==> src/hw/pump_keypad_pkg.sv <==
// constants, types and register map of the pump keypad handler
// assumes a single 10 MHz clock and an APB master with 32-bit data
package pump_keypad_pkg;

  // ****************************************
  // timing
  // ****************************************
  localparam int CLK_HZ       = 10_000_000;
  localparam int DEBOUNCE_MS  = 20;
  localparam int LONG_MS      = 1000;
  localparam int REPEAT_MS    = 100;
  localparam int DEBOUNCE_CYC = CLK_HZ / 1000 * DEBOUNCE_MS;
  localparam int LONG_CYC     = CLK_HZ / 1000 * LONG_MS;
  localparam int REPEAT_CYC   = CLK_HZ / 1000 * REPEAT_MS;
  localparam int CNT_W        = 24;

  // ****************************************
  // key inputs
  // ****************************************
  localparam int K_DIR   = 0;
  localparam int K_ENT   = 1;
  localparam int K_PLUS  = 2;
  localparam int K_MINUS = 3;
  localparam int K_RUN   = 4;
  localparam int K_FUNC  = 5;
  localparam int K_FAULT = 6;
  localparam int NIN     = 7;

  // ****************************************
  // control modes
  // ****************************************
  typedef logic [2:0] mode_t;
  localparam mode_t MODE_INT  = 3'h0;
  localparam mode_t MODE_EXT  = 3'h1;
  localparam mode_t MODE_COMM = 3'h2;
  localparam mode_t MODE_V5   = 3'h3;
  localparam mode_t MODE_V10  = 3'h4;
  localparam mode_t MODE_MA   = 3'h5;
  localparam mode_t MODE_KHZ  = 3'h6;

  // ****************************************
  // speed in tenths of rpm, parameters
  // ****************************************
  typedef logic [11:0] speed_t;
  localparam speed_t STEP_LO   = 12'h001;
  localparam speed_t STEP_HI   = 12'h00A;
  localparam speed_t MAX_LO    = 12'h3E8;
  localparam speed_t MAX_HI    = 12'hBB8;
  localparam speed_t SPEED_RST = 12'h000;
  localparam int     NPARAM    = 4;
  typedef logic [1:0] pidx_t;
  typedef logic [7:0] par_t;
  localparam pidx_t  PIDX_LAST = 2'h3;
  localparam par_t   PAR_RST   = 8'h00;

  // ****************************************
  // register map and fields
  // ****************************************
  typedef logic [7:0] addr_t;
  localparam addr_t OFF_CTRL    = 8'h00;
  localparam addr_t OFF_STATUS  = 8'h04;
  localparam addr_t OFF_SPEED   = 8'h08;
  localparam addr_t OFF_PARAMS  = 8'h0C;
  localparam addr_t OFF_INTSTAT = 8'h10;
  localparam addr_t OFF_INTMASK = 8'h14;
  localparam int CTRL_MODEL = 0;
  localparam int CTRL_LOCK  = 1;
  localparam int ST_RUN     = 0;
  localparam int ST_DIR     = 1;
  localparam int ST_FULL    = 2;
  localparam int ST_SET     = 3;
  localparam int ST_LOCK    = 4;
  localparam int ST_ALARM   = 5;
  localparam int ST_MODE    = 8;
  localparam int ST_PIDX    = 12;
  localparam int SPD_SET    = 16;
  localparam int IRQ_SAVE   = 0;
  localparam int IRQ_MODE   = 1;
  localparam int IRQ_ALARM  = 2;
  localparam int IRQ_FULL   = 3;
  localparam int IRQ_W      = 4;
  localparam logic [3:0] MASK_RST = 4'h0;

  typedef enum logic [1:0] {
    SCR_RUN = 2'b01,
    SCR_SET = 2'b10
  } screen_e;

  typedef struct packed {
    logic run;
    logic dir;
  } motor_s;
  localparam motor_s MOTOR_RST = '{run: 1'b0, dir: 1'b0};

endpackage

==> src/hw/pump_keypad_handler.sv <==
// front-panel key handler of a peristaltic pump drive with APB registers
// assumes raw key and fault levels from pins, active high, asynchronous to mclk
// Operation
// - direction tap reverses flow only in keypad mode
// - enter tap on setting screen accepts value, moves to next parameter
// - enter tap on last parameter stores all, returns to run screen
// - enter hold on run screen, keypad/footswitch mode, runs at maximum speed
// - enter release after full speed restores previous run state and direction
// - plus/minus tap on run screen steps set speed up or down
// - plus/minus ignored on run screen in external or communication mode
// - plus/minus on setting screen step value, repeating while held
// - start/stop tap toggles pump in keypad mode
// - start/stop ignored in footswitch, external and communication modes
// - function long press opens the setting screen
// - function long press on setting screen selects next parameter
// - function long press unlocks a locked keypad
// - function long press clears a shown alarm
// - function key ignored while the pump runs
// - direction plus enter held, stopped, non-keypad mode forces keypad mode
// - function tap steps through the seven control modes
module pump_keypad_handler #(
  parameter int DEBOUNCE = pump_keypad_pkg::DEBOUNCE_CYC,
  parameter int LONG     = pump_keypad_pkg::LONG_CYC,
  parameter int REPEAT   = pump_keypad_pkg::REPEAT_CYC
) (
  // clock and reset
  input  wire logic                            mclk,
  input  wire logic                            sys_rst,
  // apb slave
  input  wire logic                            psel,
  input  wire logic                            penable,
  input  wire logic                            pwrite,
  input  wire pump_keypad_pkg::addr_t          paddr,
  input  wire logic [31:0]                     pwdata,
  output logic [31:0]                          prdata,
  output logic                                 pready,
  output logic                                 pslverr,
  // keys and fault pin
  input  wire logic [pump_keypad_pkg::NIN-1:0] keyRaw,
  // pump drive
  output logic                                 pumpRun,
  output logic                                 pumpDir,
  output pump_keypad_pkg::speed_t              pumpSpeed,
  // display
  output logic                                 fullInd,
  output pump_keypad_pkg::mode_t               ctrlMode,
  output logic                                 setScreen,
  output pump_keypad_pkg::pidx_t               paramIdx,
  // interrupt
  output logic                                 irq
);
  localparam int N = pump_keypad_pkg::NIN;
  localparam int W = pump_keypad_pkg::CNT_W;
  localparam logic [W-1:0] DB_MAX  = W'(DEBOUNCE - 1);
  localparam logic [W-1:0] LNG_MAX = W'(LONG - 1);
  localparam logic [W-1:0] REP_MAX = W'(REPEAT - 1);
  logic [N-1:0] lvl;
  logic [N-1:0] tapEv;
  logic [N-1:0] longEv;
  logic [N-1:0] repEv;
  logic [N-1:0] pressEv;
  // ****************************************
  // key filters
  // ****************************************
  for (genvar i = 0; i < N; i++)
  begin : g_key
    logic [2:0]   sync_q;
    logic         lvl_q;
    logic         prev_q;
    logic         long_q;
    logic [W-1:0] db_q;
    logic [W-1:0] hold_q;
    logic [W-1:0] rep_q;
    wire          agree = sync_q[2] == sync_q[1];
    always_ff @(posedge mclk)
    begin
      if (sys_rst)
      begin
        sync_q <= 3'h0;
        db_q   <= '0;
        lvl_q  <= 1'b0;
        prev_q <= 1'b0;
      end
      else
      begin
        sync_q <= {sync_q[1:0], keyRaw[i]};
        db_q   <= !agree ? '0 : (db_q == DB_MAX) ? db_q : db_q + 1'b1;
        if (agree && db_q == DB_MAX)
          lvl_q <= sync_q[2];
        prev_q <= lvl_q;
      end
    end
    // hold time decides tap or long press; repeat runs after a long press
    always_ff @(posedge mclk)
    begin
      if (sys_rst || !lvl_q)
      begin
        hold_q <= '0;
        rep_q  <= '0;
        long_q <= 1'b0;
      end
      else if (!long_q)
      begin
        hold_q <= hold_q + 1'b1;
        long_q <= hold_q == LNG_MAX;
      end
      else
        rep_q <= (rep_q == REP_MAX) ? '0 : rep_q + 1'b1;
    end
    assign lvl[i]     = lvl_q;
    assign tapEv[i]   = prev_q & ~lvl_q & ~long_q;
    assign longEv[i]  = lvl_q & ~long_q & (hold_q == LNG_MAX);
    assign repEv[i]   = lvl_q & long_q & (rep_q == REP_MAX);
    assign pressEv[i] = lvl_q & ~prev_q;
  end
  // ****************************************
  // state
  // ****************************************
  pump_keypad_pkg::mode_t   mode_q;
  pump_keypad_pkg::screen_e screen_q;
  pump_keypad_pkg::motor_s  motor_q;
  pump_keypad_pkg::motor_s  saved_q;
  pump_keypad_pkg::speed_t  spd_q;
  pump_keypad_pkg::pidx_t   idx_q;
  pump_keypad_pkg::par_t    edit_q  [pump_keypad_pkg::NPARAM];
  pump_keypad_pkg::par_t    store_q [pump_keypad_pkg::NPARAM];
  logic                     full_q;
  logic                     lock_q;
  logic                     alarm_q;
  logic                     model_q;
  logic                     combo_q;
  logic [3:0]               stat_q;
  logic [3:0]               mask_q;
  logic [31:0]              rdata_q;
  // ****************************************
  // key decode
  // ****************************************
  wire inInt   = mode_q == pump_keypad_pkg::MODE_INT;
  wire inExt   = mode_q == pump_keypad_pkg::MODE_EXT;
  wire runScr  = screen_q == pump_keypad_pkg::SCR_RUN;
  wire setScr  = screen_q == pump_keypad_pkg::SCR_SET;
  wire running = motor_q.run | full_q;
  wire free    = !lock_q && runScr && !full_q;
  // both halves of the reset combination are kept out of their own actions
  wire [N-1:0] tapG  = tapEv & ~({N{combo_q}} & N'(7'h03));
  wire comboLong     = (longEv[pump_keypad_pkg::K_ENT] & lvl[pump_keypad_pkg::K_DIR])
                     | (longEv[pump_keypad_pkg::K_DIR] & lvl[pump_keypad_pkg::K_ENT]);
  wire comboGo       = comboLong && !inInt && !running;
  wire dirTap  = tapG[pump_keypad_pkg::K_DIR] && free && inInt;
  wire runTap  = tapG[pump_keypad_pkg::K_RUN] && free && inInt;
  wire spdOk   = free && (inInt || inExt);
  wire spdInc  = tapG[pump_keypad_pkg::K_PLUS] && spdOk;
  wire spdDec  = tapG[pump_keypad_pkg::K_MINUS] && spdOk;
  wire editInc = (tapG[pump_keypad_pkg::K_PLUS] | repEv[pump_keypad_pkg::K_PLUS])
                 && setScr && !lock_q;
  wire editDec = (tapG[pump_keypad_pkg::K_MINUS] | repEv[pump_keypad_pkg::K_MINUS])
                 && setScr && !lock_q;
  wire entTap  = tapG[pump_keypad_pkg::K_ENT] && setScr && !lock_q;
  wire entLast = entTap && idx_q == pump_keypad_pkg::PIDX_LAST;
  wire fullGo  = longEv[pump_keypad_pkg::K_ENT] && !lvl[pump_keypad_pkg::K_DIR]
                 && free && (inInt || inExt);
  wire fullEnd = full_q && !lvl[pump_keypad_pkg::K_ENT];
  // function key acts only while stopped; unlock, then alarm, then screen
  wire funcLong = longEv[pump_keypad_pkg::K_FUNC] && !running;
  wire unlock   = funcLong && lock_q;
  wire clrAlarm = funcLong && !lock_q && alarm_q;
  wire nextPar  = funcLong && !lock_q && !alarm_q && setScr;
  wire openSet  = funcLong && !lock_q && !alarm_q && runScr;
  wire modeStep = tapG[pump_keypad_pkg::K_FUNC] && !running && !lock_q && runScr;
  wire faultEv  = pressEv[pump_keypad_pkg::K_FAULT];
  wire pump_keypad_pkg::speed_t stepV = model_q ? pump_keypad_pkg::STEP_HI
                                                : pump_keypad_pkg::STEP_LO;
  wire pump_keypad_pkg::speed_t maxV  = model_q ? pump_keypad_pkg::MAX_HI
                                                : pump_keypad_pkg::MAX_LO;
  wire pump_keypad_pkg::speed_t spdUp = (spd_q > maxV - stepV) ? maxV : spd_q + stepV;
  wire pump_keypad_pkg::speed_t spdDn = (spd_q < stepV) ? 12'h000 : spd_q - stepV;
  wire pump_keypad_pkg::mode_t  modeNx = (mode_q == pump_keypad_pkg::MODE_KHZ)
                                         ? pump_keypad_pkg::MODE_INT : mode_q + 3'h1;

  // ****************************************
  // apb decode
  // ****************************************
  wire setup    = psel && !penable;
  wire access   = psel && penable;
  wire hitCtrl  = paddr == pump_keypad_pkg::OFF_CTRL;
  wire hitStat  = paddr == pump_keypad_pkg::OFF_STATUS;
  wire hitSpd   = paddr == pump_keypad_pkg::OFF_SPEED;
  wire hitPar   = paddr == pump_keypad_pkg::OFF_PARAMS;
  wire hitInt   = paddr == pump_keypad_pkg::OFF_INTSTAT;
  wire hitMask  = paddr == pump_keypad_pkg::OFF_INTMASK;
  wire hit      = hitCtrl | hitStat | hitSpd | hitPar | hitInt | hitMask;
  wire wrCtrl   = access && pwrite && hitCtrl;
  wire wrInt    = access && pwrite && hitInt;
  wire wrMask   = access && pwrite && hitMask;
  wire lockSet  = wrCtrl && pwdata[pump_keypad_pkg::CTRL_LOCK];
  wire [3:0] evVec = {fullGo, faultEv, modeStep | comboGo, entLast};
  logic [31:0] stWord;
  logic [31:0] rdMux;
  always_comb
  begin
    stWord = 32'h0000_0000;
    stWord[pump_keypad_pkg::ST_RUN]   = motor_q.run;
    stWord[pump_keypad_pkg::ST_DIR]   = motor_q.dir;
    stWord[pump_keypad_pkg::ST_FULL]  = full_q;
    stWord[pump_keypad_pkg::ST_SET]   = setScr;
    stWord[pump_keypad_pkg::ST_LOCK]  = lock_q;
    stWord[pump_keypad_pkg::ST_ALARM] = alarm_q;
    stWord[pump_keypad_pkg::ST_MODE +: 3] = mode_q;
    stWord[pump_keypad_pkg::ST_PIDX +: 2] = idx_q;
  end
  assign rdMux = hitCtrl ? {30'h0, lock_q, model_q}
               : hitStat ? stWord
               : hitSpd  ? {4'h0, spd_q, 4'h0, pumpSpeed}
               : hitPar  ? {store_q[3], store_q[2], store_q[1], store_q[0]}
               : hitInt  ? {28'h0, stat_q}
               : hitMask ? {28'h0, mask_q} : 32'h0000_0000;
  // zero wait states: read data is caught in the setup cycle
  assign pready  = 1'b1;
  assign pslverr = access && !hit;
  assign prdata  = rdata_q;
  assign irq     = |(stat_q & mask_q);
  always_ff @(posedge mclk)
  begin
    if (sys_rst)
    begin
      rdata_q <= 32'h0000_0000;
      model_q <= 1'b0;
      mask_q  <= pump_keypad_pkg::MASK_RST;
      stat_q  <= 4'h0;
    end
    else
    begin
      if (setup)
        rdata_q <= (hit && !pwrite) ? rdMux : 32'h0000_0000;
      if (wrCtrl)
        model_q <= pwdata[pump_keypad_pkg::CTRL_MODEL];
      if (wrMask)
        mask_q <= pwdata[3:0];
      // a new event beats a clear in the same cycle
      stat_q <= (stat_q & ~(wrInt ? pwdata[3:0] : 4'h0)) | evVec;
    end
  end
  // ****************************************
  // mode, screen, lock and alarm
  // ****************************************
  always_ff @(posedge mclk)
  begin
    if (sys_rst)
    begin
      mode_q   <= pump_keypad_pkg::MODE_INT;
      screen_q <= pump_keypad_pkg::SCR_RUN;
      idx_q    <= 2'h0;
      lock_q   <= 1'b0;
      alarm_q  <= 1'b0;
      combo_q  <= 1'b0;
    end
    else
    begin
      combo_q <= lvl[pump_keypad_pkg::K_DIR] & lvl[pump_keypad_pkg::K_ENT]
                 | combo_q & (lvl[pump_keypad_pkg::K_DIR] | lvl[pump_keypad_pkg::K_ENT]);
      if (comboGo)
        mode_q <= pump_keypad_pkg::MODE_INT;
      else if (modeStep)
        mode_q <= modeNx;
      if (openSet)
        screen_q <= pump_keypad_pkg::SCR_SET;
      else if (entLast)
        screen_q <= pump_keypad_pkg::SCR_RUN;
      if (openSet || entLast)
        idx_q <= 2'h0;
      else if (nextPar || entTap)
        idx_q <= idx_q + 2'h1;
      lock_q  <= lockSet | (lock_q & ~unlock);
      alarm_q <= faultEv | (alarm_q & ~clrAlarm);
    end
  end
  // ****************************************
  // motor and full speed
  // ****************************************
  always_ff @(posedge mclk)
  begin
    if (sys_rst)
    begin
      motor_q <= pump_keypad_pkg::MOTOR_RST;
      saved_q <= pump_keypad_pkg::MOTOR_RST;
      full_q  <= 1'b0;
      spd_q   <= pump_keypad_pkg::SPEED_RST;
    end
    else
    begin
      if (fullGo)
      begin
        saved_q <= motor_q;
        full_q  <= 1'b1;
      end
      else if (fullEnd)
      begin
        motor_q <= saved_q;
        full_q  <= 1'b0;
      end
      else if (dirTap)
        motor_q.dir <= ~motor_q.dir;
      else if (runTap)
        motor_q.run <= ~motor_q.run;
      if (spdInc)
        spd_q <= spdUp;
      else if (spdDec)
        spd_q <= spdDn;
    end
  end
  // ****************************************
  // parameter edit and store
  // ****************************************
  always_ff @(posedge mclk)
  begin
    if (sys_rst)
    begin
      edit_q  <= '{default: pump_keypad_pkg::PAR_RST};
      store_q <= '{default: pump_keypad_pkg::PAR_RST};
    end
    else
    begin
      if (openSet)
        edit_q <= store_q;
      else if (editInc)
        edit_q[idx_q] <= edit_q[idx_q] + 8'h01;
      else if (editDec)
        edit_q[idx_q] <= edit_q[idx_q] - 8'h01;
      if (entLast)
        store_q <= edit_q;
    end
  end
  // ****************************************
  // outputs
  // ****************************************
  always_ff @(posedge mclk)
  begin
    if (sys_rst)
    begin
      pumpRun   <= 1'b0;
      pumpDir   <= 1'b0;
      pumpSpeed <= pump_keypad_pkg::SPEED_RST;
      fullInd   <= 1'b0;
    end
    else
    begin
      pumpRun   <= running;
      pumpDir   <= motor_q.dir;
      pumpSpeed <= full_q ? maxV : spd_q;
      fullInd   <= full_q;
    end
  end
  assign ctrlMode  = mode_q;
  assign setScreen = setScr;
  assign paramIdx  = idx_q;
endmodule // pump_keypad_handler

==> config.mk <==
export PLATFORM = sky130hd
export DESIGN_NAME = pump_keypad_handler
export DESIGN_NICKNAME = d
export VERILOG_FILES = /design/src/hw/pump_keypad_pkg.sv /design/src/hw/pump_keypad_handler.sv
export SDC_FILE = /design/constraint.sdc
export NUM_CORES = 1
export LEC_CHECK = 0
export BUFFER_PORTS_ARGS = -buffer_cell sky130_fd_sc_hd__buf_2
export CORE_MARGIN = 2
export CORE_UTILIZATION = 62
export CTS_CLUSTER_SIZE = 28
export DETAILED_ROUTE_END_ITERATION = 8
export PLACE_DENSITY = 0.9
export SLEW_MARGIN = 25
export SYNTH_ARGS = -nofsm -noshare
export SYNTH_HDL_FRONTEND = slang
export SYNTH_SLANG_ARGS = --single-unit
==> constraint.sdc <==
create_clock -name mclk -period 3.7 [get_ports mclk]
set_input_delay 0.37 -clock mclk [delete_from_list [all_inputs] [get_ports mclk]]
set_output_delay 0.37 -clock mclk [all_outputs]
set_load 0.005 [all_outputs]
======== After elaboration in Yosys (flattened, before gate mapping) ========
Index checks and enable logic that the tools add are counted.
word-level totals
  memory bits (read-only) ................. 0
  register bits after elaboration ......... 548
  RAM bits ................................ 0
  input bits .............................. 52
  logic and storage cells ................. 338
  memories ................................ 0
  bits in latches ......................... 0
operators by class
  div/mod/pow operators ................... 0
  add/subtract/negate cells ............... 22
  reductions and logical operators ........ 92
  equal/unequal tests ..................... 33
  magnitude comparators ................... 4
  bitwise gates (word level) .............. 75
  multiply operators ...................... 0
  shift-type cells ........................ 0
  muxes and demuxes ....................... 42
operator list
  cell                   count
  $add 24x1->24 const B  15
  $mux 32                8
  $eq 24x18->1 const B   7
  $eq 24x24->1 const B   6
  $mux 12                6
  $bwmux 32              2
  $logic_and 1x1->1      49
  $eq 24x20->1 const B   2
  $mux 24                2
  $and 1x1->1            29
  $not 1->1              25
  $mux 8                 3
  $sub 12x4->12          2
  $reduce_or 2->1        9
  $bmux 8 s2             1
  $demux 8 s2            1
  $eq 8x4->1 const B     2
  $eq 8x5->1 const B     2
  $mux 4                 4
  $logic_not 1->1        14
  $or 1x1->1             14
  $add 12x4->12          1
  $gt 12x12->1           1
  $lt 12x4->1            1
  other kinds (30)       62

======== Longest topological paths before layout ========
  depth in word-level cells ............... 10
  mapped depth ............................ 12

======== Worst setup path after synthesis ========
No wires, ideal clock.
  kind .................................... reg-to-reg
  start point ............................. register model_q
  end point ............................... register spd_q[3]
  library setup time ...................... 0.136 ns
  arrival time ............................ 2.435 ns
  path slack .............................. 1.129 ns
  cell stages (with the launch flop) ...... 12
  clock period less this slack ............ 2.571 ns
  path through ............................ dfxtp_1 > inv_1 > ha_1 > inv_1 > fa_1 > o21ai_0 > and3_1 > clkbuf_1 > a21oi_1 > a221o_1 > o21ai_1 > a211oi_1
between the ends
  word-level cells in the longest chain between the ends .. 5
ends and longest elaborated chain
  item                                         RTL line                                                RTL
  start, declared                              pump_keypad_handler.sv:130                              logic model_q;
  start signal, assigned                       pump_keypad_handler.sv:236                              model_q <= pwdata[pump_keypad_pkg::CTRL_MODEL];
  $mux 4 or $mux 12 (tied branches)            pump_keypad_handler.sv:171, pump_keypad_handler.sv:173
  $sub 12x4->12, or another cell as far along  pump_keypad_handler.sv:175                              wire pump_keypad_pkg::speed_t spdUp = (spd_q > maxV - stepV) ? maxV : spd_q + stepV;
  $gt 12x12->1 or $mux 12 (tied branches)      pump_keypad_handler.sv:175, pump_keypad_handler.sv:176
  $mux 12, on equally long branches            pump_keypad_handler.sv:175, pump_keypad_handler.sv:307
  $mux 12 *                                    pump_keypad_handler.sv:305                              if (spdInc)
  end signal, assigned                         pump_keypad_handler.sv:287                              spd_q <= pump_keypad_pkg::SPEED_RST;
  end signal, assigned                         pump_keypad_handler.sv:306                              spd_q <= spdUp;
  end signal, assigned                         pump_keypad_handler.sv:308                              spd_q <= spdDn;
  end, declared                                pump_keypad_handler.sv:123                              pump_keypad_pkg::speed_t spd_q;
Every way passes the cells marked *; elsewhere a longest branch is shown, timed or not. The select of a mux whose other input is x is not followed.
A chain may end at the register's enable or synchronous reset.

======== Worst setup path after layout ========
  start point ............................. register g_key[3].long_q
  end point ............................... register edit_q[16] (netlist bit)
between the ends
  word-level cells in the longest chain between the ends .. 7
ends and longest elaborated chain
  item                                  RTL line                    RTL
  start, declared                       pump_keypad_handler.sv:70   logic long_q;
  start signal, assigned                pump_keypad_handler.sv:100  long_q <= 1'b0;
  start signal, assigned                pump_keypad_handler.sv:105  long_q <= hold_q == LNG_MAX;
  $not 1->1                             -
  $and 1x1->1                           pump_keypad_handler.sv:111  assign tapEv[i] = prev_q & ~lvl_q & ~long_q;
  $and 6x6->6                           pump_keypad_handler.sv:145  wire [N-1:0] tapG = tapEv & ~({N{combo_q}} & N'(7'h03));
  $or 1x1->1 *                          pump_keypad_handler.sv:156  wire editDec = (tapG[pump_keypad_pkg::K_MINUS] | repEv[pump_keypad_pkg::K_MINUS])
  $logic_and 1x1->1 * (2 in series)     pump_keypad_handler.sv:157  && setScr && !lock_q;
  $reduce_bool 3->1 (no source line) *  -
  end signal, assigned                  pump_keypad_handler.sv:324  edit_q <= store_q;
  end signal, assigned by index         pump_keypad_handler.sv:326  edit_q[idx_q] <= edit_q[idx_q] + 8'h01;
  end signal, assigned by index         pump_keypad_handler.sv:328  edit_q[idx_q] <= edit_q[idx_q] - 8'h01;
  end, declared                         pump_keypad_handler.sv:125  pump_keypad_pkg::par_t edit_q [pump_keypad_pkg::NPARAM];
Every way passes the cells marked *; elsewhere a longest branch is shown, timed or not.

==> impl_summary.log <==
INFO  metric cts-buffers-inserted = 52
INFO  metric clock_tree.htree_level_count = 2
INFO  metric yosysSeqAreaShare = 44.61%
INFO  metric post_drt_via_cell_ratio = 6.057
INFO  metric grt_first_pass_wirelength = 96740 um
INFO  metric asyncSetResetFlopFracSynth = 0%
INFO  metric tritoncts_sink_count = 548
INFO  metric synth_edf_count = 0
INFO  metric final_critical_path_setup_slack = 449.5 ps
INFO  metric final_nets = 2988
INFO  metric placementRows = 72
INFO  metric vdd_ir_drop_max = 0.0003640 V
INFO  metric post_synth_most_frequent_cells = 548 x dfxtp_1, 502 x nor2_1, 273 x nand2_1, 215 x xor2_1, 128 x a21oi_1
INFO  metric grt_remaining_overflow = 0
INFO  metric ctsLongestPathBuffers = 3
INFO  metric synthTopCellsByArea = dfxtp_1 45%, nor2_1 7.7%, xor2_1 7.7%
INFO  metric rsz0062_at_grt = false
INFO  metric clockRootBuffer = clkbuf_16
INFO  metric global_route.usage.total = 27.62%
INFO  metric static-leakage-power = 9.500 nW
INFO  metric postSynth.topFlopCell = dfxtp_1
INFO  metric power_density = 431.7 nW/um^2
INFO  metric launch_point_of_the_worst_path = g_key[3].long_q
INFO  metric number_of_ports_placed_on_the_die_boundary = 108
INFO  metric end_kind = flop
INFO  metric area_growth_syn_to_layout = 10.40%
INFO  metric postCtsSetupRepairBufs = 0
INFO  metric synthMostInstantiatedCell = dfxtp_1
INFO  metric synth.top_cell.area_share = 44.61%
INFO  metric detailed_place_hpwl = 39030 um
INFO  metric cts_tree = yes
INFO  metric multiInputGateArea = 13000 sq um
INFO  metric wl_per_cell = 16.82 um
INFO  metric die_h = 203.2 um
INFO  metric maxClockFrequency = 0.3076 GHz
INFO  metric min_tclk_post_route = 3250 ps
INFO  metric cts_hold_buf = 2
INFO  metric post_synthesis_instance_area = 24590 sq um
INFO  metric clock_transition_at_the_registers_of_the_reported_paths = 60 ps
INFO  metric remaining_drc_errors = 0
INFO  metric hp-class = primary input to flop
INFO  metric route.antenna.remaining_nets = 0
INFO  metric die_area = 41270 sq um
INFO  metric wirelength = 58330 um
INFO  metric core_area = 38920 sq um
INFO  metric routabilityCongestion = 0.8923
INFO  metric final.setup.tns = 0 ps
INFO  metric via_count = 20998
INFO  metric insertion_delay_to_the_later_sink_of_the_worst_skew_pair = 600 ps
INFO  metric drt_iter0_markers = 1909
INFO  metric postSynthRegisterBits = 548
INFO  metric grt_start_max_net_pins = 62
INFO  metric critical_path.startpoint_type = flop
INFO  metric final_standard_cell_count_with_taps_included_and_fillers_excluded = 3467
INFO  metric dp_worst_setup_slack = 508.6 ps
INFO  metric slew_violations = 0
INFO  metric synthesis.nets = 2957
INFO  metric signal_arrival_time_at_the_worst_endpoint = 3720 ps
INFO  metric synth_cell_types = 80
INFO  metric drv_cap = 0
INFO  metric max_slew.worst_pin.slew = 992.3 ps
INFO  metric final_min_period_over_clock_period = 87.85%
INFO  metric synthesis.instances = 2874
INFO  metric criticalPathCategory = flop to flop
INFO  metric final_layout_size_suffix_gt1_share = 8.752%
INFO  metric placed_cells_incl_taps = 3367
INFO  metric footprint_of_the_flip_flops_and_latches = 10970 sq um
INFO  metric timing.max_slew.rel_slack = 33.68%
INFO  metric cts_resizes = 0
INFO  metric finalHoldViolCount = 0
INFO  metric critPathMaxFanout = 14
INFO  metric hold_path_startpoint = keyRaw[4]
INFO  metric portBuffers = 78
INFO  metric timing.final.setup_violations = 0
INFO  metric hold-worst-slack = 18.94 ps
INFO  metric initial_core_util = 63.19%
INFO  metric dpl_cell_area = 25330 sq um
INFO  metric fin_area = 27150 sq um
INFO  metric cp_data_required_time = 4170 ps
INFO  metric num-fill-cells = 2706
INFO  metric yosysWarningCount = 0
INFO  metric first_global_vias = 20506
INFO  metric r2r-start = g_key[3].long_q
INFO  metric detailedRoute.firstPassIterationCount = 6
INFO  metric synth_top_cell_by_area = dfxtp_1
INFO  metric syn_area_per_cell = 8.557 sq um
INFO  metric grt_antenna_before_repair = 1
INFO  metric run_status = complete, no violations
INFO  metric fin_worst_skew = 23.74 ps
INFO  metric die_width = 203.2 um
kinds of logic after synthesis:
kind of cell	synth area share [%]
AND/OR/NAND/NOR	27.55
adder cells (fa/ha/maj)	1.638
flip-flops	44.61
other	0.01525
multiplexers	2.997
AO/OA/AOI/OAI	8.802
buffers and inverters	2.635
XOR/XNOR	11.75
flip-flops by register name (all words and copies together) (netlist names), 2 cells and up:
name,cells
g_key.prev_q,7
motor_q,2
stat_q,4
spd_q,12
edit_q,32
g_key.rep_q,48
mask_q,4
screen_q,2
saved_q,2
g_key.db_q,168
g_key.sync_q,21
g_key.long_q,6
ctrlMode,3
g_key.lvl_q,7
pumpSpeed,12
g_key.hold_q,144
prdata,32
paramIdx,2
store_q,32
where the power goes:
group | total, mW | internal (mW) | leakage, nW | switching, mW
Combinational | 0.193 | 0.0601 | 4.20 | 0.133
Clock | 5.57 | 3.24 | 0.877 | 2.33
Sequential | 5.96 | 5.93 | 4.42 | 0.0294
Total | 11.7 | 9.22 | 9.50 | 2.50
critical path, cell delays in order, from the launching register on:
cell      delay [ps]
dfxtp_1          650
nand3_1          240
or4_1            580
nor3_1           650
o211ai_2         310
nor2b_1          370
a221oi_2         280
nor2_1            60
worst paths after layout:
path                              to  slack (ps)  cells after the start
setup / recovery          edit_q[16]         450                      7
hold / removal    g_key[4].sync_q[0]          20                      2
setup reg to reg          edit_q[16]         450                      7
hold reg to reg   g_key[0].sync_q[1]         440                      1
per-stage QoR:
stage          utilization (%)  power [mW]
6_report                 69.76       11.72
5_1_grt                  69.76       12.01
4_1_cts                  69.73       11.74
3_5_place_dp             65.08       6.273
3_3_place_gp             65.08       6.261
2_1_floorplan                -       6.225
routing by layer:
layer | global-route usage (%) | share of wire, %
met5 | 0 | 0
met4 | 10.87 | 3.3
met2 | 48.88 | 49
met1 | 33.76 | 41
met3 | 4.155 | 6.0
cells in the final DEF, fill, tap and decap left out, types with 53 or more instances in the layout:
cell         n
buf_2       77
nand2_1    273
xnor2_1    115
clkbuf_16   53
o21ai_0     76
nor3_1      60
a21oi_1    128
and3_1      56
nand3_1    116
nand4_1     90
dfxtp_1    548
xor2_1     215
nor2_1     502
area by class of cell:
class | instances | share of cell area [%]
flip-flops and latches | 548 | 40.41
clock buffers | 70 | 5.452
well taps | 518 | 2.387
clock inverters | 27 | 1.152
multi-input cells | 2157 | 47.87
diodes | 1 | 0.009217
inverters | 46 | 0.6360
repair buffers | 100 | 2.088
No activity file was read; power rests on OpenSTA's default activity.
